## src/rtl/cpw_pkg.sv

```systemverilog
/*
  constants for the compare and pwm unit: register indices, field
  positions, reset values, mode codes and timing counts.
  assumes a 32-bit ahb-lite bus where byte address = 4 * index.
*/
package cpw_pkg;

  ////////////////////////////////////////////////////////////////////////////
  // register indices, byte address is four times the index
  localparam logic [7:0] IDX_IRQ_FLAGS = 8'h0C;
  localparam logic [7:0] IDX_T16_LO    = 8'h0E;
  localparam logic [7:0] IDX_T16_HI    = 8'h0F;
  localparam logic [7:0] IDX_TB_COUNT  = 8'h11;
  localparam logic [7:0] IDX_TB_CTRL   = 8'h12;
  localparam logic [7:0] IDX_CMP_LO    = 8'h13;
  localparam logic [7:0] IDX_CMP_HI    = 8'h14;
  localparam logic [7:0] IDX_UNIT_CTRL = 8'h15;
  localparam logic [7:0] IDX_IRQ_EN    = 8'h8C;
  localparam logic [7:0] IDX_PERIOD    = 8'h92;
  localparam int         IDX_LSB       = 2;

  ////////////////////////////////////////////////////////////////////////////
  // field positions
  localparam int FLAG_UNIT   = 5;
  localparam int FLAG_TB     = 1;
  localparam int FLAG_T16    = 0;
  localparam int CTRL_DC_LSB = 4;
  localparam int TBC_ON      = 2;
  localparam int TBC_POS_LSB = 3;

  ////////////////////////////////////////////////////////////////////////////
  // reset values
  localparam logic [7:0] RST_BYTE   = 8'h00;
  localparam logic [7:0] RST_PERIOD = 8'hFF;
  localparam logic [7:0] CTRL_MASK  = 8'h3F;
  localparam logic [7:0] TBC_MASK   = 8'h7F;

  ////////////////////////////////////////////////////////////////////////////
  // unit mode codes
  localparam logic [3:0] MODE_OFF     = 4'h0;
  localparam logic [3:0] MODE_TOGGLE  = 4'h2;
  localparam logic [3:0] MODE_SET     = 4'h8;
  localparam logic [3:0] MODE_CLEAR   = 4'h9;
  localparam logic [3:0] MODE_SWIRQ   = 4'hA;
  localparam logic [3:0] MODE_SPECIAL = 4'hB;
  localparam logic [1:0] MODE_PWM_HI  = 2'h3;

  ////////////////////////////////////////////////////////////////////////////
  // timing: one instruction cycle is four oscillator periods of MCLK
  localparam int         MCLK_PERIOD_NS = 20;
  localparam int         INSTR_TOSC     = 4;
  localparam logic [1:0] QUARTER_LAST   = 2'(INSTR_TOSC - 1);
  localparam logic [3:0] PRE_TERM_1     = 4'h0;
  localparam logic [3:0] PRE_TERM_4     = 4'h3;
  localparam logic [3:0] PRE_TERM_16    = 4'hF;

endpackage : cpw_pkg

```

## src/rtl/cpw_reset_sync.sv

```systemverilog
/*
  reset release synchroniser: asynchronous assert, two-flop release.
  assumes rst_n_in may drop at any time relative to clk.
*/
`timescale 1ns/1ps
module cpw_reset_sync (
  // clock and raw reset
  input  wire logic clk,
  input  wire logic rst_n_in,
  // synchronised reset
  output logic      rst_n_out
);

  logic stage_reg;

  // two-flop release chain
  always_ff @(posedge clk or negedge rst_n_in) begin
    if (!rst_n_in) begin
      stage_reg <= 1'b0;
      rst_n_out <= 1'b0;
    end else begin
      stage_reg <= 1'b1;
      rst_n_out <= stage_reg;
    end
  end

endmodule : cpw_reset_sync

```

## src/rtl/cpw_timebase.sv

```systemverilog
/*
  8-bit pwm timebase with 1/4/16 prescaler and quarter-cycle counter.
  assumes clk is the oscillator clock; one quarter step per prescale.
*/
`timescale 1ns/1ps
module cpw_timebase (
  // clock and reset
  input  wire logic       clk,
  input  wire logic       rst_n,
  // control
  input  wire logic       run,
  input  wire logic [1:0] presc_sel,
  input  wire logic       clear_pre,
  input  wire logic       load_en,
  input  wire logic [7:0] load_val,
  input  wire logic [7:0] period,
  // state
  output logic      [7:0] count,
  output logic      [1:0] quarter,
  output logic            period_hit
);

  logic [3:0] pre_cnt_reg;
  logic [3:0] pre_term;
  logic       fine_tick;
  logic       inc;

  // prescale select 1, 4 or 16
  always_comb begin
    case (presc_sel)
      2'h0:    pre_term = cpw_pkg::PRE_TERM_1;
      2'h1:    pre_term = cpw_pkg::PRE_TERM_4;
      default: pre_term = cpw_pkg::PRE_TERM_16;
    endcase
  end

  assign fine_tick  = run && (pre_cnt_reg >= pre_term);
  assign inc        = fine_tick && (quarter == cpw_pkg::QUARTER_LAST);
  assign period_hit = inc && (count == period);

  // prescaler counter
  always_ff @(posedge clk or negedge rst_n) begin
    if (!rst_n) begin
      pre_cnt_reg <= 4'h0;
    end else if (clear_pre || fine_tick) begin
      pre_cnt_reg <= 4'h0;
    end else if (run) begin
      pre_cnt_reg <= pre_cnt_reg + 4'h1;
    end
  end

  // quarter-cycle counter, low two bits of the 10-bit time base
  always_ff @(posedge clk or negedge rst_n) begin
    if (!rst_n) begin
      quarter <= 2'h0;
    end else if (clear_pre) begin
      quarter <= 2'h0;
    end else if (fine_tick) begin
      quarter <= quarter + 2'h1;
    end
  end

  // 8-bit count, cleared on the increment after a period match
  always_ff @(posedge clk or negedge rst_n) begin
    if (!rst_n) begin
      count <= 8'h00;
    end else if (load_en) begin
      count <= load_val;
    end else if (period_hit) begin
      count <= 8'h00;
    end else if (inc) begin
      count <= count + 8'h01;
    end
  end

endmodule : cpw_timebase

```

## src/rtl/cpw_compare_pwm_unit.sv

```systemverilog
/*
  compare and pwm unit with its 16-bit timer, pwm timebase and an
  ahb-lite register slave. assumes TIMER16_TICK is a one-cycle pulse
  per timer clock rising edge, synchronous to MCLK.
*/
// Local design decision: the AHB-Lite slave port.
`timescale 1ns/1ps

////////////////////////////////////////////////////////////////////////////
// How it works
// software interrupt mode: flag only, pin untouched
// special event mode emits hardware trigger pulse
// trigger fires at once on 16-bit equality
// timer cleared at next timer clock edge
// trigger starts conversion when converter enabled
// trigger reset never sets timer overflow flag
// match removed before edge cancels timer reset
// control write zero forces compare latch low
// control write zero forces pwm latch inactive
// software keeps timer in synchronous mode
// software sets pin direction to output
// pwm output with up to ten-bit duty
// period is (period+1) * 4 * prescale clocks
// after period match: clear, set pin unless new duty is zero, load duty
// postscaler does not affect pwm period
// duty is low register plus control bits 5:4
// duty writes take effect at period match
// compare high read-only in pwm mode
// pin cleared when duty equals fine time base
// duty beyond period leaves pin set
// resolution is log2 of 4*(period+1)
// new waveform starts after timebase reset
// prescale selectable as 1, 4 or 16
// set, clear, toggle pin modes also flag
// pwm modes with high or low true output
// mode zero turns unit off and resets
// compare register checked continuously against timer
module cpw_compare_pwm_unit (
  // clock and reset
  input  wire logic        MCLK,
  input  wire logic        RESETN,
  // ahb-lite slave
  input  wire logic        HSEL,
  input  wire logic [31:0] HADDR,
  input  wire logic [1:0]  HTRANS,
  input  wire logic        HWRITE,
  input  wire logic [2:0]  HSIZE,
  input  wire logic        HREADY,
  input  wire logic [31:0] HWDATA,
  output logic      [31:0] HRDATA,
  output logic             HREADYOUT,
  output logic             HRESP,
  // timer and converter links
  input  wire logic        TIMER16_TICK,
  input  wire logic        ADC_ENABLE,
  output logic             SPECIAL_TRIGGER,
  output logic             ADC_START,
  // pin and interrupt request
  output logic             COMPARE_PWM_OUT,
  output logic             UNIT_IRQ
);

  logic        rst_n;
  logic        sel_reg;
  logic        wr_reg;
  logic [7:0]  idx_reg;
  logic [7:0]  wdata;
  logic        addr_ok;
  logic        wr_flags, wr_t16lo, wr_t16hi, wr_tbcnt, wr_tbctrl;
  logic        wr_cmplo, wr_cmphi, wr_ctrl, wr_irqen, wr_period;
  logic [7:0]  flags_reg, irqen_reg, ctrl_reg, tbctrl_reg, period_reg;
  logic [7:0]  cmp_lo_reg, cmp_hi_reg;
  logic [15:0] t16_reg;
  logic [1:0]  dc_latch_reg;
  logic [3:0]  post_cnt_reg;
  logic        match_d_reg, pending_reg;
  logic        cmp_out_reg, pwm_out_reg, pin_reg, irq_reg;
  logic [7:0]  rd_next;
  logic [3:0]  mode;
  logic        pwm_mode, cmp_mode, match, hit, trig;
  logic [7:0]  tb_count;
  logic [1:0]  tb_quarter;
  logic        period_hit;
  logic [9:0]  duty_act, duty_next;
  logic        t16_reset, t16_ovf, post_hit, duty_eq;

  ////////////////////////////////////////////////////////////////////////////
  // reset release
  cpw_reset_sync u_rst (
    .clk       (MCLK),
    .rst_n_in  (RESETN),
    .rst_n_out (rst_n)
  );

  ////////////////////////////////////////////////////////////////////////////
  // ahb-lite address phase capture, zero wait states
  always_ff @(posedge MCLK or negedge rst_n) begin
    if (!rst_n) begin
      sel_reg <= 1'b0;
      wr_reg  <= 1'b0;
      idx_reg <= 8'h00;
    end else if (HREADY) begin
      sel_reg <= HSEL && HTRANS[1];
      wr_reg  <= HWRITE;
      idx_reg <= HADDR[cpw_pkg::IDX_LSB +: 8];
    end
  end

  assign HREADYOUT = 1'b1;
  assign HRESP     = 1'b0;
  assign wdata     = HWDATA[7:0];
  assign addr_ok   = sel_reg && wr_reg;

  // write strobes in the data phase
  assign wr_flags  = addr_ok && (idx_reg == cpw_pkg::IDX_IRQ_FLAGS);
  assign wr_t16lo  = addr_ok && (idx_reg == cpw_pkg::IDX_T16_LO);
  assign wr_t16hi  = addr_ok && (idx_reg == cpw_pkg::IDX_T16_HI);
  assign wr_tbcnt  = addr_ok && (idx_reg == cpw_pkg::IDX_TB_COUNT);
  assign wr_tbctrl = addr_ok && (idx_reg == cpw_pkg::IDX_TB_CTRL);
  assign wr_cmplo  = addr_ok && (idx_reg == cpw_pkg::IDX_CMP_LO);
  assign wr_cmphi  = addr_ok && (idx_reg == cpw_pkg::IDX_CMP_HI);
  assign wr_ctrl   = addr_ok && (idx_reg == cpw_pkg::IDX_UNIT_CTRL);
  assign wr_irqen  = addr_ok && (idx_reg == cpw_pkg::IDX_IRQ_EN);
  assign wr_period = addr_ok && (idx_reg == cpw_pkg::IDX_PERIOD);

  // read mux, unmapped reads as zero
  always_comb begin
    case (HADDR[cpw_pkg::IDX_LSB +: 8])
      cpw_pkg::IDX_IRQ_FLAGS: rd_next = flags_reg;
      cpw_pkg::IDX_T16_LO:    rd_next = t16_reg[7:0];
      cpw_pkg::IDX_T16_HI:    rd_next = t16_reg[15:8];
      cpw_pkg::IDX_TB_COUNT:  rd_next = tb_count;
      cpw_pkg::IDX_TB_CTRL:   rd_next = tbctrl_reg;
      cpw_pkg::IDX_CMP_LO:    rd_next = cmp_lo_reg;
      cpw_pkg::IDX_CMP_HI:    rd_next = cmp_hi_reg;
      cpw_pkg::IDX_UNIT_CTRL: rd_next = ctrl_reg;
      cpw_pkg::IDX_IRQ_EN:    rd_next = irqen_reg;
      cpw_pkg::IDX_PERIOD:    rd_next = period_reg;
      default:                rd_next = 8'h00;
    endcase
  end

  // read data registered at the end of the address phase
  always_ff @(posedge MCLK or negedge rst_n) begin
    if (!rst_n) begin
      HRDATA <= 32'h00000000;
    end else if (HREADY && HSEL && HTRANS[1] && !HWRITE) begin
      HRDATA <= {24'h000000, rd_next};
    end
  end

  ////////////////////////////////////////////////////////////////////////////
  // plain control registers
  always_ff @(posedge MCLK or negedge rst_n) begin
    if (!rst_n) begin
      ctrl_reg   <= cpw_pkg::RST_BYTE;
      irqen_reg  <= cpw_pkg::RST_BYTE;
      tbctrl_reg <= cpw_pkg::RST_BYTE;
      period_reg <= cpw_pkg::RST_PERIOD;
      cmp_lo_reg <= cpw_pkg::RST_BYTE;
    end else begin
      if (wr_ctrl) ctrl_reg <= wdata & cpw_pkg::CTRL_MASK;
      if (wr_irqen) irqen_reg <= wdata;
      if (wr_tbctrl) tbctrl_reg <= wdata & cpw_pkg::TBC_MASK;
      if (wr_period) period_reg <= wdata;
      if (wr_cmplo) cmp_lo_reg <= wdata;
    end
  end

  assign mode     = ctrl_reg[3:0];
  assign pwm_mode = (mode[3:2] == cpw_pkg::MODE_PWM_HI);
  assign cmp_mode = (mode == cpw_pkg::MODE_TOGGLE) ||
                    (mode == cpw_pkg::MODE_SET) ||
                    (mode == cpw_pkg::MODE_CLEAR) ||
                    (mode == cpw_pkg::MODE_SWIRQ) ||
                    (mode == cpw_pkg::MODE_SPECIAL);

  ////////////////////////////////////////////////////////////////////////////
  // compare engine
  assign match = (t16_reg == {cmp_hi_reg, cmp_lo_reg});
  assign hit   = cmp_mode && match && !match_d_reg;
  assign trig  = hit && (mode == cpw_pkg::MODE_SPECIAL);
  assign SPECIAL_TRIGGER = trig;
  assign ADC_START       = trig && ADC_ENABLE;

  // edge memory of the match and reset-pending flag
  always_ff @(posedge MCLK or negedge rst_n) begin
    if (!rst_n) begin
      match_d_reg <= 1'b0;
      pending_reg <= 1'b0;
    end else begin
      match_d_reg <= match;
      if (mode == cpw_pkg::MODE_OFF) begin
        pending_reg <= 1'b0;
      end else if (trig) begin
        pending_reg <= 1'b1;
      end else if (TIMER16_TICK) begin
        pending_reg <= 1'b0;
      end
    end
  end

  // reset only if the match still stands at the timer edge
  assign t16_reset = TIMER16_TICK && pending_reg && match;
  assign t16_ovf   = TIMER16_TICK && !t16_reset && (t16_reg == 16'hFFFF);

  // 16-bit timer, software writes win over counting
  always_ff @(posedge MCLK or negedge rst_n) begin
    if (!rst_n) begin
      t16_reg <= 16'h0000;
    end else if (wr_t16lo) begin
      t16_reg[7:0] <= wdata;
    end else if (wr_t16hi) begin
      t16_reg[15:8] <= wdata;
    end else if (t16_reset) begin
      t16_reg <= 16'h0000;
    end else if (TIMER16_TICK) begin
      t16_reg <= t16_reg + 16'h0001;
    end
  end

  // compare output latch
  always_ff @(posedge MCLK or negedge rst_n) begin
    if (!rst_n) begin
      cmp_out_reg <= 1'b0;
    end else if (mode == cpw_pkg::MODE_OFF) begin
      cmp_out_reg <= 1'b0;
    end else if (hit) begin
      case (mode)
        cpw_pkg::MODE_SET:    cmp_out_reg <= 1'b1;
        cpw_pkg::MODE_CLEAR:  cmp_out_reg <= 1'b0;
        cpw_pkg::MODE_TOGGLE: cmp_out_reg <= !cmp_out_reg;
        default:              cmp_out_reg <= cmp_out_reg;
      endcase
    end
  end

  ////////////////////////////////////////////////////////////////////////////
  // pwm timebase
  cpw_timebase u_tb (
    .clk        (MCLK),
    .rst_n      (rst_n),
    .run        (tbctrl_reg[cpw_pkg::TBC_ON]),
    .presc_sel  (tbctrl_reg[1:0]),
    .clear_pre  (wr_tbcnt || wr_tbctrl),
    .load_en    (wr_tbcnt),
    .load_val   (wdata),
    .period     (period_reg),
    .count      (tb_count),
    .quarter    (tb_quarter),
    .period_hit (period_hit)
  );

  assign duty_next = {cmp_lo_reg, ctrl_reg[cpw_pkg::CTRL_DC_LSB +: 2]};
  assign duty_act  = {cmp_hi_reg, dc_latch_reg};
  assign duty_eq   = ({tb_count, tb_quarter} == duty_act);
  // double-buffered duty, high byte read-only while in pwm mode
  always_ff @(posedge MCLK or negedge rst_n) begin
    if (!rst_n) begin
      cmp_hi_reg   <= cpw_pkg::RST_BYTE;
      dc_latch_reg <= 2'h0;
    end else if (pwm_mode) begin
      if (period_hit) begin
        cmp_hi_reg   <= cmp_lo_reg;
        dc_latch_reg <= ctrl_reg[cpw_pkg::CTRL_DC_LSB +: 2];
      end
    end else if (wr_cmphi) begin
      cmp_hi_reg <= wdata;
    end
  end

  // pwm output latch; period match sets unless new duty is zero, 10-bit duty equality clears
  always_ff @(posedge MCLK or negedge rst_n) begin
    if (!rst_n) begin
      pwm_out_reg <= 1'b0;
    end else if (!pwm_mode) begin
      pwm_out_reg <= 1'b0;
    end else if (period_hit) begin
      pwm_out_reg <= (duty_next != 10'h000);
    end else if (duty_eq) begin
      pwm_out_reg <= 1'b0;
    end
  end

  // postscaler feeds only the timebase flag
  assign post_hit = period_hit &&
                    (post_cnt_reg == tbctrl_reg[cpw_pkg::TBC_POS_LSB +: 4]);
  always_ff @(posedge MCLK or negedge rst_n) begin
    if (!rst_n) begin
      post_cnt_reg <= 4'h0;
    end else if (wr_tbcnt || wr_tbctrl || post_hit) begin
      post_cnt_reg <= 4'h0;
    end else if (period_hit) begin
      post_cnt_reg <= post_cnt_reg + 4'h1;
    end
  end

  ////////////////////////////////////////////////////////////////////////////
  // interrupt flags: hardware set wins over software clear
  always_ff @(posedge MCLK or negedge rst_n) begin
    if (!rst_n) begin
      flags_reg <= cpw_pkg::RST_BYTE;
    end else begin
      if (wr_flags) flags_reg <= wdata;
      if (hit) flags_reg[cpw_pkg::FLAG_UNIT] <= 1'b1;
      if (post_hit) flags_reg[cpw_pkg::FLAG_TB] <= 1'b1;
      if (t16_ovf) flags_reg[cpw_pkg::FLAG_T16] <= 1'b1;
    end
  end

  // registered pin, duty equality drops it at once so high time is exact
  always_ff @(posedge MCLK or negedge rst_n) begin
    if (!rst_n) begin
      pin_reg <= 1'b0;
      irq_reg <= 1'b0;
    end else begin
      pin_reg <= pwm_mode ? (pwm_out_reg & ~duty_eq ^ mode[1]) : cmp_out_reg;
      irq_reg <= flags_reg[cpw_pkg::FLAG_UNIT] &&
                 irqen_reg[cpw_pkg::FLAG_UNIT];
    end
  end

  assign COMPARE_PWM_OUT = pin_reg;
  assign UNIT_IRQ        = irq_reg;

  ////////////////////////////////////////////////////////////////////////////
  // checks
  a_swirq_pin_hold: assert property (@(posedge MCLK) disable iff (!rst_n)
    (hit && mode == cpw_pkg::MODE_SWIRQ) |=> $stable(cmp_out_reg))
    else $error("software interrupt mode changed the pin latch");

  a_hit_sets_flag: assert property (@(posedge MCLK) disable iff (!rst_n)
    hit |=> flags_reg[cpw_pkg::FLAG_UNIT])
    else $error("compare hit did not set unit flag");

  a_special_fires: assert property (@(posedge MCLK) disable iff (!rst_n)
    (mode == cpw_pkg::MODE_SPECIAL && match && !match_d_reg)
      |-> SPECIAL_TRIGGER ##1 !SPECIAL_TRIGGER)
    else $error("special trigger missing or longer than one cycle");

  a_adc_started: assert property (@(posedge MCLK) disable iff (!rst_n)
    ADC_START == (SPECIAL_TRIGGER && ADC_ENABLE))
    else $error("conversion start does not follow trigger");

  a_timer_cleared: assert property (@(posedge MCLK) disable iff (!rst_n)
    (TIMER16_TICK && pending_reg && match && !wr_t16lo && !wr_t16hi)
      |=> t16_reg == 16'h0000)
    else $error("timer not cleared on the edge after trigger");

  a_no_ovf_trig: assert property (@(posedge MCLK) disable iff (!rst_n)
    (t16_reset && !flags_reg[cpw_pkg::FLAG_T16] && !wr_flags)
      |=> !flags_reg[cpw_pkg::FLAG_T16])
    else $error("trigger reset set the overflow flag");

  a_off_pin_low: assert property (@(posedge MCLK) disable iff (!rst_n)
    (mode == cpw_pkg::MODE_OFF && !wr_ctrl) [*2]
      |-> !cmp_out_reg && !pwm_out_reg ##1 !COMPARE_PWM_OUT)
    else $error("unit off but output latch not low");

  a_period_sets: assert property (@(posedge MCLK) disable iff (!rst_n)
    (pwm_mode && period_hit && duty_next != 10'h000)
      |=> pwm_out_reg && duty_act == $past(duty_next))
    else $error("period match did not set pin and load duty");

  a_duty_clears: assert property (@(posedge MCLK) disable iff (!rst_n)
    (pwm_mode && !period_hit && {tb_count, tb_quarter} == duty_act)
      |=> !pwm_out_reg)
    else $error("duty equality did not clear pwm latch");

  a_high_readonly: assert property (@(posedge MCLK) disable iff (!rst_n)
    (pwm_mode && wr_cmphi && !period_hit) |=> $stable(cmp_hi_reg))
    else $error("compare high written in pwm mode");

endmodule : cpw_compare_pwm_unit

```

## config.mk

```make
export PLATFORM = sky130hd
export DESIGN_NAME = cpw_compare_pwm_unit
export DESIGN_NICKNAME = d
export VERILOG_FILES = /design/src/rtl/cpw_pkg.sv /design/src/rtl/cpw_reset_sync.sv /design/src/rtl/cpw_timebase.sv /design/src/rtl/cpw_compare_pwm_unit.sv
export SDC_FILE = /design/constraint.sdc
export NUM_CORES = 1
export LEC_CHECK = 0
export ABC_CLOCK_PERIOD_IN_PS = 6100
export BUFFER_PORTS_ARGS = -buffer_cell sky130_fd_sc_hd__buf_2
export CAP_MARGIN = 30
export CORE_ASPECT_RATIO = 1.2
export CORE_MARGIN = 2
export CORE_UTILIZATION = 40
export CTS_BUF_LIST = sky130_fd_sc_hd__clkbuf_4 sky130_fd_sc_hd__clkbuf_8 sky130_fd_sc_hd__clkbuf_16
export DETAILED_ROUTE_END_ITERATION = 8
export GPL_TIMING_DRIVEN = 0
export HOLD_SLACK_MARGIN = 0.08
export PLACE_DENSITY = 0.56
export SYNTH_ARGS = -nofsm -noshare
export SYNTH_HDL_FRONTEND = slang
export SYNTH_SLANG_ARGS = --single-unit
```

## constraint.sdc

```tcl
create_clock -name MCLK -period 6.1 [get_ports MCLK]
set_input_delay 0.305 -clock MCLK [delete_from_list [all_inputs] [get_ports MCLK]]
set_output_delay 0.305 -clock MCLK [all_outputs]
set_load 0.05 [all_outputs]
```

Word-level counts from Yosys, hierarchy flattened
Index checks and enable logic that the tools add are counted.

storage, ports and cells
  bits in registers = 115
  latch bits = 0
  memory bits (writable) = 0
  ROM bits = 0
  bits of input ports = 76
  output and inout bits = 38
  memories = 0

cells by class
  add/subtract/negate cells = 5
  multipliers = 0
  div/mod/pow operators = 0
  $lt $le $gt $ge = 1
  eq/ne operators = 36
  shift-type cells = 0
  muxes and demuxes = 33
  bitwise gates (word level) = 4
  reductions and logical operators = 60

operators with widths
  operator                                              number
  equality test 8 x 5 -> 1 bit (second input constant)  10
  case mux 8 bit (10 select lines)                      1
  two-way mux 8 bit                                     9
  equality test 8 x 4 -> 1 bit (second input constant)  6
  equality test 8 bit (second input constant)           4
  two-way mux 16 bit                                    2
  logical AND 1 bit                                     28
  adder 16 x 1 -> 16 bit (second input constant)        1
  equality test 16 bit                                  1
  equality test 16 bit (second input constant)          1
  equality test 4 bit (second input constant)           4
  two-way mux 4 bit                                     4
  nonzero test 2 bit                                    8
  two-way mux 1 bit                                     12
  nonzero test 3 bit                                    4
  equality test 10 bit                                  1
  AND reduction 2 bit                                   5
  nonzero test 10 bit                                   1
  adder 4 x 1 -> 4 bit (second input constant)          2
  adder 8 x 1 -> 8 bit (second input constant)          1
  equality test 8 bit                                   1
  case mux 4 bit (2 select lines)                       1
  logical OR 1 bit                                      7
  two-way mux 6 bit                                     1
  18 further kinds                                      24

Depth between registers and ports, before layout
  depth in word-level cells = 10
  mapped depth = 9
  depth with buffers taken out = 8

By module
A second synthesis with hierarchy kept.

second synthesis, totals
  cells, all modules = 701
  area total of the unflattened synthesis = 7074.3 µm²

by module, submodules not included
  module                times used  cells each  area an instance (µm²)  sequential area each (µm²)
  cpw_compare_pwm_unit  1           585         5980.7                  2487.4
  cpw_timebase          1           113         1039.7                  350.3
  cpw_reset_sync        1           3           53.8                    50.0

Worst setup path before layout
No wires, ideal clock.

  kind = reg2out
  from = register t16_reg[7]
  to = output ADC_START
  arrival time = 2496 ps
  required time = 5795 ps
  slack = 3299 ps
  cell stages (with the launch flop) = 8
  cell sequence = dfrtp_1 -> buf_6 -> xnor2_1 -> nand4_1 -> nor4_4 -> buf_6 -> nor4b_4 -> and2_1

on the way
  cells in the longest elaborated chain, start to end = 5

RTL lines
  item                             line                         text
  from (decl)                      cpw_compare_pwm_unit.sv:73   logic [15:0] t16_reg;
  from (signal assigned)           cpw_compare_pwm_unit.sv:212  t16_reg[7:0] <= wdata;
  from (signal assigned)           cpw_compare_pwm_unit.sv:218  t16_reg <= t16_reg + 16'h0001;
  equality test 16 bit             cpw_compare_pwm_unit.sv:180  assign match = (t16_reg == {cmp_hi_reg, cmp_lo_reg});
  via match                        cpw_compare_pwm_unit.sv:80   logic pwm_mode, cmp_mode, match, hit, trig;
  logical AND 1 bit (2 in series)  cpw_compare_pwm_unit.sv:181  assign hit = cmp_mode && match && !match_d_reg;
  logical AND 1 bit                cpw_compare_pwm_unit.sv:182  assign trig = hit && (mode == cpw_pkg::MODE_SPECIAL);
  via SPECIAL_TRIGGER              cpw_compare_pwm_unit.sv:56   output logic SPECIAL_TRIGGER,
  logical AND 1 bit                cpw_compare_pwm_unit.sv:184  assign ADC_START = trig && ADC_ENABLE;
  to (decl)                        cpw_compare_pwm_unit.sv:57   output logic ADC_START,

The timed path passes the listed nets, and every way through them passes these cells.

Worst setup path in the final report
  from = register t16_reg[8]
  to = output ADC_START

on the way
  cells in the longest elaborated chain, start to end = 5

RTL lines
  item                             line                         text
  from (signal assigned)           cpw_compare_pwm_unit.sv:214  t16_reg[15:8] <= wdata;
  from (signal assigned)           cpw_compare_pwm_unit.sv:218
  equality test 16 bit             cpw_compare_pwm_unit.sv:180
  via match                        cpw_compare_pwm_unit.sv:80
  logical AND 1 bit (2 in series)  cpw_compare_pwm_unit.sv:181
  logical AND 1 bit                cpw_compare_pwm_unit.sv:182
  logical AND 1 bit                cpw_compare_pwm_unit.sv:184

The timed path passes the listed nets, and every way through them passes these cells.

==> results.md <==
- Status: completed
- Row Count: 52
- Final core utilization: a little under half
- RePlAce Congestion: about 0.96
- Synth async-reset ratio: 100%
- Gr usage total: approximately a quarter
- Period utilization: between 50% and 60%
- Max Cap Violations: 0
- DR WL/cell: 22.3 um
- Final WL: between 20000 and 25000 um
- TNS Setup: 0 ns
- Drt drc: 0
- Max Clk Rate: between 300 and 400 MHz
- Die area: 18500 um2
- Lkg Pwr: between 3 and 4 nW
- Synth Cell Area: roughly 7000 um2
- Area share of the largest cell type after synthesis: a little under two fifths
- EDFF count, synth: 0
- Setup crit start: t16_reg[8]$_DFFE_PN0P_
- Starting Density: 41.1%
- Max VDD drop: ~0.20 mV
- Seq/Total Area, Yosys: around two fifths
- Post-synth top flop: dfrtp_1
- Switching share of power: approximately 33%
- Endpoints failing setup: 0
- Maximum root-to-sink buffer count: 2
- Setup ws final: 2.98 ns
- RSZ-0062 raised after global routing: no
- Synth unique cells: 74
- Setup crit start kind: register
- Nets: 882
- Top area cells in the synthesized netlist: dfrtp_1, mux2_2, xnor2_1
- Core area: between 15000 and 20000 um2
- CTS tree: built
- Mean Syn Cell Area: around 9.6 um2
- Cts bufs inserted: 17
- GRT overflow: 0
- Pwr dens: between 300 and 400 nW/um2
- Via Count: between 6k and 7k
- CTS sink cnt: about 120
- Die height: ~150 um
- Rel. slew slack: between 30% and 40%
- First-pass GRT wire length: around 35000 um
- Antenna diodes: 0
- CTS clk-pin slew, worst paths: about 0.06 ns
- Hold Path Origin: HWRITE
- Period minus WS final: 3.12 ns
- Critical Path RT: 5.79 ns
- Mapped Cells: between 700 and 800
- Fin. max-slew vios: 0
- Vias per inst: a little under 6
- Area grow syn2layout: 16.1%
- I/O pins: around 110
- Int Power: roughly 1.6 mW
- First-pass DRT Iterations: 6
- Die Span X: ~120 um
- H-tree level count: 4
- Final hold vios: 0
- Post-place setup slack: ~3.3 ns
- Clk_lat worst skew: 0.43 ns
- Crit path DAT: around 2.8 ns
- CP endpoint kind: primary output
- HPWL Detailed: about 17000 um
- Clock Skew: about 0.010 ns
- Pin count of the biggest net entering global routing: 70
- Hold Crit Class: in2reg
- Register share of total power: approximately two fifths
- DRT iter0 DRCs: approximately 640
- Post-synth top area cell: dfrtp_1
- Vias in the first global route: a little under 6k
- Initial antenna violation count: 0
- Gate power share: between 10% and 20%
- YS warnings: 0
- Post-CTS Setup Repair Bufs: 0
- Worst flop-to-flop path startpoint: tbctrl_reg[1]$_DFFE_PN0P_
- Share of cells above drive strength 1: between 20% and 30%
- Clock power share: roughly two fifths
- Post-CTS sizing: 0
- Antenna Nets Post-Route: 0
- # fillers: between 1.5k and 2k
- Synth Register Bits: between 100 and 150
- WS Path Type: reg2out
- Max reg flops: 16
- Root buffer cell: clkbuf_16
- Sw power: 0.798 mW
- Max FO, Critical Path: 10
- Worst Max-Slew Pin Slew: approximately 0.96 ns
- # port buffers: 24
cell type report:
type	instances	area (um2)	area share (%)
sequential	115	2890	35.7
buffer	72	422	5.20
multi-input combinational	544	3690	45.5
clock buffer	17	425	5.25
tap	216	270	3.33
inverter	21	78.8	0.973
clock inverter	15	171	2.11
timing repair buffer	26	158	1.95
layer usage:
layer	global-route usage, %	routed length, um	up-vias
met4	10.1	707	0
met5	0	0	-
met2	42.2	11300	242
li1	-	-	2714
met1	32.4	9550	2993
met3	4.45	1300	52
synthesized netlist by cell type, types with 14 or more instances:
library cell  instances
a21oi_1              35
a22oi_1              14
buf_4                26
clkbuf_1             20
dfrtp_1             107
inv_1                21
mux2_2               57
mux2i_1              16
nand2_1              63
nand3_1              28
nand4_1              14
nor2_1               57
o21ai_0              35
xnor2_1              34
worst paths after layout:
kind / to / slack [ns] / cells after the start
max in group asynchronous: u_tb.pre_cnt_reg[0]$_DFFE_PN0P_ / 4.97 / 1
setup / recovery: ADC_START / 2.98 / 7
setup reg to reg: u_tb.count[3]$_DFFE_PN0P_ / 3.34 / 9
min in group asynchronous: u_rst.rst_n_out$_DFF_PN0_ / 0.18 / 2
hold / removal: wr_reg$_DFFE_PN0P_ / 0.13 / 2
hold reg to reg: idx_reg[4]$_DFFE_PN0P_ / 0.35 / 0
power groups by stage:
stage | Sequential (mW) | Combinational [mW] | Clock [mW]
after global routing | 0.953 | 0.533 | 1.07
after CTS | 0.938 | 0.486 | 1.03
final | 0.939 | 0.485 | 1.02
after floorplan | 0.923 | 0.364 | 0
after global placement | 0.955 | 0.456 | 0
after detailed placement | 0.951 | 0.483 | 0
stage by stage:
step	hold slack, ns	power, mW	instance area [um2]	instances
2_1_floorplan	0.00941	1.29	7080	752
3_3_place_gp	0.0895	1.41	7470	992
3_5_place_dp	0.0913	1.43	7500	993
4_1_cts	0.119	2.46	8110	1026
5_1_grt	0.132	2.56	8110	1026
6_report	0.126	2.45	8110	1026
kinds of logic after synthesis:
| group | share of synthesized area, % |
|---|---|
| compound gates | 15.4 |
| xor+xnor | 5.77 |
| fa+ha+maj | 1.61 |
| buf+inv | 7.17 |
| flops | 41.4 |
| mux | 11.5 |
| other cells | 0.108 |
| simple gates | 17.1 |
critical path: stages, from the launching register on:
cell and delay (ns):
dfrtp_1 0.57, xnor2_1 0.17, nand4_1 0.15, nor4_4 0.49, buf_6 0.21, nor4b_4 0.36
and2_1 0.17, buf_2 0.25
cells in the final DEF, fill, tap and decap left out, types with 16 or more instances in the layout:
cell type | Yosys | final
nand3_1 | 28 | 28
mux2_2 | 57 | 57
clkbuf_1 | 20 | 20
conb_1 | 2 | 27
a21oi_1 | 35 | 35
buf_4 | 26 | 26
o21ai_0 | 35 | 35
nand2_1 | 63 | 63
mux2i_1 | 16 | 16
inv_1 | 21 | 21
xnor2_1 | 34 | 34
buf_2 | 13 | 37
clkbuf_16 | 0 | 17
dfrtp_1 | 107 | 106
nor2_1 | 57 | 57
timing repair:
item,in CTS,in global routing
endpoints found under the hold margin,2,0
hold buffers,1,0
setup endpoints to repair,0,0
Power figures use the tool's default switching activity.
